### src/shared/czc_pkg.sv
// charger droop-loop and battery-zone control: shared constants and types
// assumes an 8-bit register port with address, write strobe and read data
package czc_pkg;

  // ----------------------------------------------------------------
  // register map
  // ----------------------------------------------------------------
  localparam logic [7:0] CZC_ADDR_TEMP_CTRL  = 8'h92;
  localparam logic [7:0] CZC_ADDR_INPUT_REG  = 8'h95;
  localparam logic [7:0] CZC_ADDR_ZONE_ADJ   = 8'h9a;
  localparam logic [7:0] CZC_RST_TEMP_CTRL   = 8'h05;
  localparam logic [7:0] CZC_RST_INPUT_REG   = 8'h00;
  localparam logic [7:0] CZC_RST_ZONE_ADJ    = 8'h00;
  localparam logic [7:0] CZC_MASK_TEMP_CTRL  = 8'hbf;
  localparam logic [7:0] CZC_MASK_INPUT_REG  = 8'h3f;
  localparam logic [7:0] CZC_MASK_ZONE_ADJ   = 8'h3f;

  // ----------------------------------------------------------------
  // field positions
  // ----------------------------------------------------------------
  localparam int CZC_TC_FOLDBACK_BIT  = 7;
  localparam int CZC_TC_HOT_SEL_BIT   = 5;
  localparam int CZC_TC_COLD_SEL_BIT  = 4;
  localparam int CZC_TC_DIE_SP_LSB    = 2;
  localparam int CZC_TC_CFG_LSB       = 0;
  localparam int CZC_IR_DISABLE_BIT   = 5;
  localparam int CZC_IR_DEADBATT_LSB  = 3;
  localparam int CZC_IR_THR_LSB       = 0;
  localparam int CZC_ZA_CC_LSB        = 4;
  localparam int CZC_ZA_CV_LSB        = 2;
  localparam int CZC_ZA_COOL_SEL_BIT  = 1;
  localparam int CZC_ZA_WARM_SEL_BIT  = 0;

  // ----------------------------------------------------------------
  // encodings and figures (thresholds in 10 mV units)
  // ----------------------------------------------------------------
  localparam logic [1:0] CZC_CFG_UNUSED   = 2'h0;
  localparam logic [1:0] CZC_CFG_SOFTWARE = 2'h1;
  localparam logic [1:0] CZC_CFG_CC_CV    = 2'h2;
  localparam logic [1:0] CZC_CFG_CC_ONLY  = 2'h3;
  localparam logic [9:0] CZC_THR_BASE_10MV = 10'h186;  // 3.9 V
  localparam logic [9:0] CZC_THR_STEP_10MV = 10'h00a;  // 0.1 V
  localparam logic [9:0] CZC_DROOP_OFS_10MV = 10'h014; // 200 mV
  localparam logic [7:0] CZC_CHARGE_VOLTAGE_ADJUST_MV [4] = '{8'h3c, 8'h64, 8'ha0, 8'hc8};
  localparam logic [6:0] CZC_CHARGE_CURRENT_ADJUST_PCT [4] = '{7'h19, 7'h32, 7'h4b, 7'h64};
  localparam logic [7:0] CZC_DIE_SP_C [4] = '{8'h50, 8'h5f, 8'h6e, 8'h00};
  localparam logic [7:0] CZC_HOT_C [2]  = '{8'h3c, 8'h37};
  localparam logic [7:0] CZC_COLD_C [2] = '{8'h00, 8'hf6};

  // ----------------------------------------------------------------
  // timing
  // ----------------------------------------------------------------
  localparam int CZC_CLK_HZ      = 250_000_000;
  localparam int CZC_STEP_MS     = 10;
  localparam int CZC_STEP_CYCLES = CZC_CLK_HZ / 1000 * CZC_STEP_MS;
  localparam int CZC_DEBOUNCE_US = 10;
  localparam int CZC_DEBOUNCE_CYCLES = CZC_CLK_HZ / 1_000_000 * CZC_DEBOUNCE_US;

  // ----------------------------------------------------------------
  // types
  // ----------------------------------------------------------------
  typedef enum logic [4:0] {
    CZC_ZONE_NORMAL = 5'b00001,
    CZC_ZONE_COLD   = 5'b00010,
    CZC_ZONE_COOL   = 5'b00100,
    CZC_ZONE_WARM   = 5'b01000,
    CZC_ZONE_HOT    = 5'b10000
  } czc_zone_t;

  typedef enum logic [2:0] {
    CZC_LOOP_IDLE  = 3'b001,
    CZC_LOOP_TRACK = 3'b010,
    CZC_LOOP_RAMP  = 3'b100
  } czc_loop_t;

  typedef struct packed {
    logic cold;
    logic cool;
    logic warm;
    logic hot;
  } czc_therm_t;

  typedef struct packed {
    logic       inhibit;
    logic       cc_adjust_on;
    logic [6:0] cc_percent;
    logic       cv_adjust_on;
    logic [7:0] cv_reduce_mv;
  } czc_zone_out_t;

endpackage

### src/design/czc_ctrl.sv
// charger input droop regulation loop and battery temperature-zone control
// assumes comparator flags are asynchronous; the register port is on clk
`timescale 1ns/1ps

module czc_ctrl
  import czc_pkg::*;
#(
  parameter int STEP_CYCLES     = CZC_STEP_CYCLES,
  parameter int DEBOUNCE_CYCLES = CZC_DEBOUNCE_CYCLES,
  parameter int LIMIT_W         = 4
) (
  input  wire logic                clk,
  input  wire logic                sys_rst,
  input  wire logic [7:0]          reg_addr,
  input  wire logic                reg_wr,
  input  wire logic [7:0]          reg_wdata,
  output logic      [7:0]          reg_rdata,
  input  wire logic                above_threshold_cmp,
  input  wire logic                droop_cmp,
  input  wire czc_therm_t          therm_cmp,
  output logic      [LIMIT_W-1:0]  input_limit_step,
  output logic                     force_min_current,
  output logic      [9:0]          input_reg_threshold_10mv,
  output logic      [9:0]          droop_threshold_10mv,
  output logic                     droop_irq,
  output logic                     zone_irq,
  output czc_zone_t                zone,
  output czc_zone_out_t            zone_ctrl,
  output logic                     foldback_enable,
  output logic      [7:0]          die_temp_setpoint_c,
  output logic      [7:0]          hot_threshold_c,
  output logic      [7:0]          cold_threshold_c,
  output logic      [1:0]          precharge_deadbatt_threshold
);

  localparam logic [LIMIT_W-1:0] LIMIT_MAX = '1;
  localparam logic [31:0] STEP_LAST = 32'(STEP_CYCLES - 1);
  localparam logic [31:0] DEB_LAST  = 32'(DEBOUNCE_CYCLES - 1);

  // ----------------------------------------------------------------
  // state
  // ----------------------------------------------------------------
  typedef struct packed {
    logic [7:0]         temp_ctrl;
    logic [7:0]         input_reg;
    logic [7:0]         zone_adj;
    logic [1:0]         above_sync;
    logic [1:0]         droop_sync;
    czc_therm_t         therm_s1;
    czc_therm_t         therm_s2;
    czc_loop_t          loop;
    logic [LIMIT_W-1:0] limit;
    logic               forced;
    logic [31:0]        step_cnt;
    logic [31:0]        deb_cnt;
    logic               deb_done;
    logic               droop_irq;
    czc_zone_t          zone;
    logic               zone_irq;
    logic [7:0]         rdata;
  } czc_state_t;

  czc_state_t s_reg;
  czc_state_t s_next;

  logic       above_s;
  logic       droop_s;
  logic       loop_off;
  logic [1:0] cfg;
  czc_zone_t  zone_now;

  assign above_s  = s_reg.above_sync[1];
  assign droop_s  = s_reg.droop_sync[1];
  assign loop_off = s_reg.input_reg[CZC_IR_DISABLE_BIT];
  assign cfg      = s_reg.temp_ctrl[CZC_TC_CFG_LSB +: 2];

  // ----------------------------------------------------------------
  // zone decode from synchronised flags, hot and cold first
  // ----------------------------------------------------------------
  always_comb begin
    if (s_reg.therm_s2.hot) begin
      zone_now = CZC_ZONE_HOT;
    end else if (s_reg.therm_s2.cold) begin
      zone_now = CZC_ZONE_COLD;
    end else if (s_reg.therm_s2.warm) begin
      zone_now = CZC_ZONE_WARM;
    end else if (s_reg.therm_s2.cool) begin
      zone_now = CZC_ZONE_COOL;
    end else begin
      zone_now = CZC_ZONE_NORMAL;
    end
  end

  // ----------------------------------------------------------------
  // next state
  // ----------------------------------------------------------------
  always_comb begin
    s_next = s_reg;
    s_next.above_sync = {s_reg.above_sync[0], above_threshold_cmp};
    s_next.droop_sync = {s_reg.droop_sync[0], droop_cmp};
    s_next.therm_s1   = therm_cmp;
    s_next.therm_s2   = s_reg.therm_s1;
    s_next.droop_irq  = 1'b0;
    s_next.zone_irq   = 1'b0;

    // register writes; reserved bits stay zero
    if (reg_wr) begin
      if (reg_addr == CZC_ADDR_TEMP_CTRL) begin
        s_next.temp_ctrl = reg_wdata & CZC_MASK_TEMP_CTRL;
      end else if (reg_addr == CZC_ADDR_INPUT_REG) begin
        s_next.input_reg = reg_wdata & CZC_MASK_INPUT_REG;
      end else if (reg_addr == CZC_ADDR_ZONE_ADJ) begin
        s_next.zone_adj = reg_wdata & CZC_MASK_ZONE_ADJ;
      end
    end

    // registered read data; unmapped addresses read zero
    if (reg_addr == CZC_ADDR_TEMP_CTRL) begin
      s_next.rdata = s_reg.temp_ctrl;
    end else if (reg_addr == CZC_ADDR_INPUT_REG) begin
      s_next.rdata = s_reg.input_reg;
    end else if (reg_addr == CZC_ADDR_ZONE_ADJ) begin
      s_next.rdata = s_reg.zone_adj;
    end else begin
      s_next.rdata = 8'h00;
    end

    // droop loop: the disable bit wins over everything, then deep droop wins over tracking
    if (loop_off) begin
      s_next.loop     = CZC_LOOP_IDLE;
      s_next.limit    = LIMIT_MAX;
      s_next.forced   = 1'b0;
      s_next.step_cnt = '0;
    end else if (droop_s) begin
      s_next.loop     = CZC_LOOP_RAMP;
      s_next.limit    = '0;
      s_next.forced   = 1'b1;
      s_next.step_cnt = '0;
    end else begin
      case (s_reg.loop)
        CZC_LOOP_IDLE: begin
          if (!above_s) begin
            s_next.loop     = CZC_LOOP_TRACK;
            s_next.step_cnt = '0;
          end
        end
        CZC_LOOP_TRACK, CZC_LOOP_RAMP: begin
          // one step per period: down while below threshold (track only, ramp holds), up while above
          if (s_reg.step_cnt >= STEP_LAST) begin
            s_next.step_cnt = '0;
            if (above_s) begin
              s_next.forced = 1'b0;
              if (s_reg.limit != LIMIT_MAX) begin
                s_next.limit = s_reg.limit + 1'b1;
              end else begin
                s_next.loop = CZC_LOOP_IDLE;
              end
            end else if (s_reg.loop == CZC_LOOP_TRACK && s_reg.limit != '0) begin
              s_next.limit = s_reg.limit - 1'b1;
            end
          end else begin
            s_next.step_cnt = s_reg.step_cnt + 32'd1;
          end
        end
        default: s_next.loop = CZC_LOOP_IDLE;
      endcase
    end

    // debounce the regulation-active condition before interrupting
    if (s_reg.loop != CZC_LOOP_IDLE && !loop_off) begin
      if (!s_reg.deb_done) begin
        if (s_reg.deb_cnt >= DEB_LAST) begin
          s_next.deb_done  = 1'b1;
          s_next.droop_irq = 1'b1;
        end else begin
          s_next.deb_cnt = s_reg.deb_cnt + 32'd1;
        end
      end
    end else begin
      s_next.deb_cnt  = '0;
      s_next.deb_done = 1'b0;
    end

    // zone tracking and crossing interrupt for software mode
    s_next.zone = zone_now;
    if (cfg == CZC_CFG_SOFTWARE && zone_now != s_reg.zone) begin
      if (zone_now == CZC_ZONE_COOL || zone_now == CZC_ZONE_WARM
          || s_reg.zone == CZC_ZONE_COOL || s_reg.zone == CZC_ZONE_WARM) begin
        s_next.zone_irq = 1'b1;
      end
    end
  end

  always_ff @(posedge clk) begin
    if (sys_rst) begin
      s_reg           <= '0;
      s_reg.temp_ctrl <= CZC_RST_TEMP_CTRL;
      s_reg.input_reg <= CZC_RST_INPUT_REG;
      s_reg.zone_adj  <= CZC_RST_ZONE_ADJ;
      s_reg.loop      <= CZC_LOOP_IDLE;
      s_reg.limit     <= LIMIT_MAX;
      s_reg.zone      <= CZC_ZONE_NORMAL;
    end else begin
      s_reg <= s_next;
    end
  end

  // ----------------------------------------------------------------
  // outputs
  // ----------------------------------------------------------------
  logic [1:0] cc_code;
  logic [1:0] cv_code;
  logic       zone_adj;
  assign cc_code  = s_reg.zone_adj[CZC_ZA_CC_LSB +: 2];
  assign cv_code  = s_reg.zone_adj[CZC_ZA_CV_LSB +: 2];
  assign zone_adj = (s_reg.zone == CZC_ZONE_COOL) || (s_reg.zone == CZC_ZONE_WARM);

  always_comb begin
    zone_ctrl = '0;
    // config 0 ignores the thermistor; config 1 still inhibits hot/cold and leaves cool/warm to software
    if (cfg != CZC_CFG_UNUSED) begin
      zone_ctrl.inhibit = (s_reg.zone == CZC_ZONE_COLD)
                          || (s_reg.zone == CZC_ZONE_HOT);
    end
    if (zone_adj && (cfg == CZC_CFG_CC_CV || cfg == CZC_CFG_CC_ONLY)) begin
      zone_ctrl.cc_adjust_on = 1'b1;
      zone_ctrl.cc_percent   = CZC_CHARGE_CURRENT_ADJUST_PCT[cc_code];
    end
    if (zone_adj && cfg == CZC_CFG_CC_CV) begin
      zone_ctrl.cv_adjust_on = 1'b1;
      zone_ctrl.cv_reduce_mv = CZC_CHARGE_VOLTAGE_ADJUST_MV[cv_code];
    end
  end

  assign reg_rdata         = s_reg.rdata;
  assign input_limit_step  = s_reg.limit;
  assign force_min_current = s_reg.forced;
  assign input_reg_threshold_10mv = CZC_THR_BASE_10MV
    + 10'(s_reg.input_reg[CZC_IR_THR_LSB +: 3]) * CZC_THR_STEP_10MV;
  assign droop_threshold_10mv = input_reg_threshold_10mv - CZC_DROOP_OFS_10MV;
  assign droop_irq        = s_reg.droop_irq;
  assign zone_irq         = s_reg.zone_irq;
  assign zone             = s_reg.zone;
  assign foldback_enable  = s_reg.temp_ctrl[CZC_TC_FOLDBACK_BIT];
  assign die_temp_setpoint_c = CZC_DIE_SP_C[s_reg.temp_ctrl[CZC_TC_DIE_SP_LSB +: 2]];
  assign hot_threshold_c  = CZC_HOT_C[s_reg.temp_ctrl[CZC_TC_HOT_SEL_BIT]];
  assign cold_threshold_c = CZC_COLD_C[s_reg.temp_ctrl[CZC_TC_COLD_SEL_BIT]];
  assign precharge_deadbatt_threshold = s_reg.input_reg[CZC_IR_DEADBATT_LSB +: 2];

endmodule

### config.mk
export PLATFORM = sky130hd
export DESIGN_NAME = czc_ctrl
export DESIGN_NICKNAME = d
export VERILOG_FILES = /design/src/shared/czc_pkg.sv /design/src/design/czc_ctrl.sv
export SDC_FILE = /design/constraint.sdc
export NUM_CORES = 1
export LEC_CHECK = 0
export BUFFER_PORTS_ARGS = -buffer_cell sky130_fd_sc_hd__buf_4
export CAP_MARGIN = 40
export CORE_MARGIN = 5
export CORE_UTILIZATION = 60
export DETAILED_ROUTE_END_ITERATION = 16
export GPL_TIMING_DRIVEN = 1
export PLACE_DENSITY = 0.95
export SYNTH_ARGS = -nofsm -noshare
export SYNTH_HDL_FRONTEND = slang
export SYNTH_SLANG_ARGS = --single-unit
### constraint.sdc
create_clock -name clk -period 3.26 [get_ports clk]
set_input_delay 0.163 -clock clk [delete_from_list [all_inputs] [get_ports clk]]
set_output_delay 0.163 -clock clk [all_outputs]
set_load 0.02 [all_outputs]
Word level (Yosys, flattened, before mapping)
Cells that the tools add are included.
{"block": "classes", "addsub": 6, "mul": 1, "order_cmp": 7, "n_eq_ne": 27, "mux": 42, "bitwise": 11, "n_reduce_logical": 35}
{"operator": "two-way mux 8 bit", "n": 12}
{"operator": "adder 32 x 1 -> 32 bit, second input constant", "n": 2}
{"operator": "two-way mux 32 bit", "n": 2}
{"operator": "case mux 32 bit (2 select lines)", "n": 1}
{"operator": "two-way mux 40 bit", "n": 1}
{"operator": "binary-select mux 8 bit (select 2 bit)", "n": 2}
{"operator": "greater-or-equal comparator 32 x 12 -> 1 bit, second input constant", "n": 1}
{"operator": "greater-or-equal comparator 32 x 22 -> 1 bit, second input constant", "n": 1}
{"operator": "equality test 8 bit, second input constant", "n": 3}
{"operator": "two-way mux 4 bit", "n": 5}
{"operator": "AND reduction 4 bit", "n": 4}
{"operator": "two-way mux 5 bit", "n": 3}
{"operator": "binary-select mux 7 bit (select 2 bit)", "n": 1}
{"operator": "two-way mux 7 bit", "n": 2}
{"operator": "two-way mux 3 bit", "n": 4}
{"operator": "two-way mux 6 bit", "n": 2}
{"operator": "!= test 3 bit, second input constant", "n": 4}
{"operator": "adder 9 x 7 -> 10 bit, first input constant", "n": 1}
{"operator": "equality test 5 x 3 -> 1 bit, second input constant", "n": 2}
{"operator": "equality test 5 x 4 -> 1 bit, second input constant", "n": 2}
{"operator": "nonzero test 2 bit", "n": 5}
{"operator": "subtractor 10 x 5 -> 10 bit, second input constant", "n": 1}
{"operator": "greater-or-equal comparator 3 bit, second input constant", "n": 3}
{"operator": "two-way mux 9 bit", "n": 1}
{"operator": "other kinds (31)", "n": 64}
{"block": "totals", "ff_bits": 119, "input_bits": 25}

Depth between registers and ports, before layout
{"block": "depth", "word_depth": 9, "ltp_mapped": 8}

Worst setup path before layout
OpenSTA, ideal clock, no wires.
{"block": "synth_timing", "path_type": "register to output", "from": "register s_reg[108] (netlist name)", "to": "output port droop_threshold_10mv[8]", "arrival_time_ps": 2316, "t_required_ps": 3097, "path_slack_ps": 781, "path_stages_with_launch": 8, "path_buffers": 0, "cell_sequence": "dfxtp_1 > ha_1 > ha_1 > ha_1 > nand4_1 > nor2_1 > inv_1 > o31ai_1"}
{"block": "synth_via", "elab_chain_len": 3}
{"item": "start: declaration", "line": "czc_ctrl.sv:63", "source": "czc_state_t s_reg;"}
{"item": "start signal: assignment", "line": "czc_ctrl.sv:204", "source": "s_reg <= s_next;"}
{"item": "multiplier 3 x 3 -> 6 bit", "line": "czc_ctrl.sv:239", "source": "+ 10'(s_reg.input_reg[CZC_IR_THR_LSB +: 3]) * CZC_THR_STEP_10MV;"}
{"item": "adder 9 x 7 -> 10 bit", "line": "czc_ctrl.sv:239"}
{"item": "net input_reg_threshold_10mv[7]", "line": "czc_ctrl.sv:23", "source": "output logic [9:0] input_reg_threshold_10mv,"}
{"item": "subtractor 10 x 5 -> 10 bit", "line": "czc_ctrl.sv:240", "source": "assign droop_threshold_10mv = input_reg_threshold_10mv - CZC_DROOP_OFS_10MV;"}
{"item": "end: declaration", "line": "czc_ctrl.sv:24", "source": "output logic [9:0] droop_threshold_10mv,"}
The timed path passes the listed nets, and every way through them passes these cells.

==> flow_summary.ini <==
[power_and_ir_drop]
p_per_area_nw_per_um2 = 562
p_total_mw = 3.93
netSwitchingPower_mw = 1.22
ir_drop_uv = 521
p_clk_share_pct = 44.6
power.leakage_nw = 2.78
p_comb_share_pct = 16.0
p_sw_share_pct = 31.2
internal_power_mw = 2.70
p_seq_share_pct = 39.4

[synth]
synth_top_cell_area_share_pct = 40.9
synthesis.area_um2 = 5780
ys_types = 68
ys_top_cells_by_area = dfxtp_1 (41%), buf_4 (6.0%), ha_1 (3.7%), nor3_1 (3.6%), xnor2_1 (3.2%)
synth_area_per_cell_um2 = 8.78
synth_edf_count = 0
ys_ff_latch = 118
ys.flop_type = dfxtp_1
async_flop_share_pct = 0
ys.warnings.count = 0
ys_seq_area_share_pct = 40.9
netlist_instances = 658
synth_largest_area_cell = dfxtp_1

[setup_path]
reg2reg_slack_ps = 690
critPathRequiredTime_ps = 3100
crit_type = flop to output pin
end_kind = output pin
slowest_stage = nor4_1
startpoint_type = flop
critPathMostFrequentCell = inv_1
arrival_ps = 2590
crit_chain = xnor2_1 > nor4_1 > nand2_1 > inv_1 > nand2b_1 > inv_1 > and2_1 > buf_4
path_delay_family = simple AND/OR/NAND/NOR gates
critical_path.max_stage_delay_ps = 500
critPathMaxFanout = 6
cp.buffers_inverters = 3

[global_route]
grt_usage_pct = 27.7
grt_overflow = 0
grt_max_degree = 49
grt_antenna_before_repair = 0
grt_pass1_vias = 5237
grt_pass1_wl_um = 25800

[drt]
met1Wirelength_um = 5960
first_iter_violations = 651
dr_wl_met2_um = 7930
wire_per_inst_um = 18.7
wl_met3_um = 1450
wirelength_um = 16300
top_layer = met4
remaining_drc_errors = 0
vias = 5358
firstDrtPassIters = 5
via_per_inst = 6.14
ant_nets = 0

[placement]
dp.cells = 827
hpwlAfterDp_um = 9760
numPortBuffers = 95
gp_congestion = 0.896

[floorplan]
initial_utilization_pct = 61.9
fp-row-count = 35
die_area_um2 = 11700
die_w_um = 108
top_level_ports = 110
die_h_um = 108
core_um2 = 9330

[clock_tree]
cts_buffers = 17
clk_path_buf_depth = 2
cts.reportedPaths.clkPinSlew_ps = 60
cts_tree = done
cts_resized = 0
ctsRootBufferMaster = clkbuf_8
htree_levels = 4
cts_sinks = 118
clkLatencyLatePin_ps = 520

[timing]
max_freq_mhz = 363
max_slew_margin_pct = 39.8
finClkSkew_ps = 6.18
min_period_ps = 2750
setup_viol = 0
final_hold_viol_count = 0
setup-tns-final_ps = 0
rsz0062_at_grt = false
slew_viol_final = 0
worst_pin_slew_ps = 896
finalCritPeriodShare_pct = 84.5

[hold_path]
hold_path_class = input pin to flop

[layout]
area_growth_pct = 21.1
nets = 773
drive_above_1_share_pct = 20.6
stdcell_count = 872
largest_reg_flops = 81
antenna_cells = 0
final_util_pct = 75.0

[run_status]
status = complete, no violations

[flow_run]
max-cap-violations = 0
-- worst register-to-register path: stages, from the launching register on --
cell      delay (ps)
dfxtp_1          380
ha_1             230
nand4_1          420
a211oi_4         440
o21ai_2          150
a21oi_4          600
nor3b_1          200
-- stage by stage --
| stage | setup slack [ps] | hold slack [ps] | area (µm²) |
|---|---|---|---|
| final | 506 | 31.8 | 6990 |
| after CTS | 535 | 7.59 | 6990 |
| after global placement | 866 | 372 | 6290 |
| after floorplan | 781 | 291 | 5820 |
| after global routing | 245 | 46.9 | 6990 |
| after detailed placement | 850 | 383 | 6300 |
-- worst paths after layout --
kind                            endpoint                    from  cells after the start
setup / recovery            zone_ctrl[4]      zone[3]$_SDFF_PP0_                      8
hold / removal     loop_off$_SDFFE_PP0P_                  reg_wr                      3
setup reg to reg  s_reg[78]$_SDFFE_PP0P_  s_reg[49]$_SDFFE_PP0P_                      6
hold reg to reg     s_reg[89]$_SDFF_PP0_   s_next[89]$_SDFF_PP0_                      1
-- kinds of logic after synthesis --
| group | count (synthesis) | share of synthesized area (%) |
|---|---|---|
| simple gates | 285 | 27.3 |
| flops | 118 | 40.9 |
| buf+inv | 101 | 9.68 |
| compound gates | 93 | 11.5 |
| xor+xnor | 28 | 4.25 |
| fa+ha+maj | 18 | 4.03 |
| mux | 13 | 2.27 |
| other cells | 2 | 0.130 |
-- layout by cell type, fill, tap and decap left out, types with 16 or more instances in the layout --
cell type  Yosys  layout
clkbuf_16      0      16
buf_4         46      99
nand4_1       17      17
and2_1        25      25
inv_1         30      30
dfxtp_1      118     118
xnor2_1       21      21
nand3_1       26      26
nor3_1        41      40
nor4_1        19      18
ha_1          17      17
nor2_1        40      40
nand2_1       41      41
a21oi_1       35      35
-- cells in the mapped netlist, types with 12 or more instances --
master / instances
a21oi_1: 35
and2_1: 25
and3_1: 14
buf_4: 46
clkbuf_1: 21
dfxtp_1: 118
ha_1: 17
inv_1: 30
mux2i_1: 12
nand2_1: 41
nand3_1: 26
nand4_1: 17
nor2_1: 40
nor2b_1: 14
nor3_1: 41
nor4_1: 19
xnor2_1: 21
-- what timing repair did --
| item | CTS | global route |
|---|---|---|
| endpoints found under the setup margin | 0 | 0 |
| hold buffers | 13 | 0 |
| buffers inserted | 0 | 0 |
| hold endpoints to repair | 23 | 0 |
-- power by group through the flow --
stage,sequential [mW],clock [mW],combinational (mW)
after detailed placement,1.57,0,0.579
after CTS,1.54,1.75,0.609
after global placement,1.56,0,0.554
final,1.55,1.75,0.629
after floorplan,1.55,0,0.494
after global routing,1.55,1.83,0.676
-- per-layer routing --
| layer | track usage (%) | vias to the layer above |
|---|---|---|
| met4 | 19.4 | 0 |
| met3 | 6.81 | 93 |
| met5 | 0 | - |
| met2 | 47.7 | 372 |
| li1 | - | 2407 |
| met1 | 29.8 | 2486 |
-- final cells by class --
class,instances,area [µm²]
Multi-Input combinational cell,450,2910
Fill cell,538,2330
Timing Repair Buffer,113,888
Tap cell,129,161
Inverter,30,113
Clock inverter,15,146
Clock buffer,17,414
Sequential cell,118,2360
Note: power is estimated with default switching activity, not from simulation.
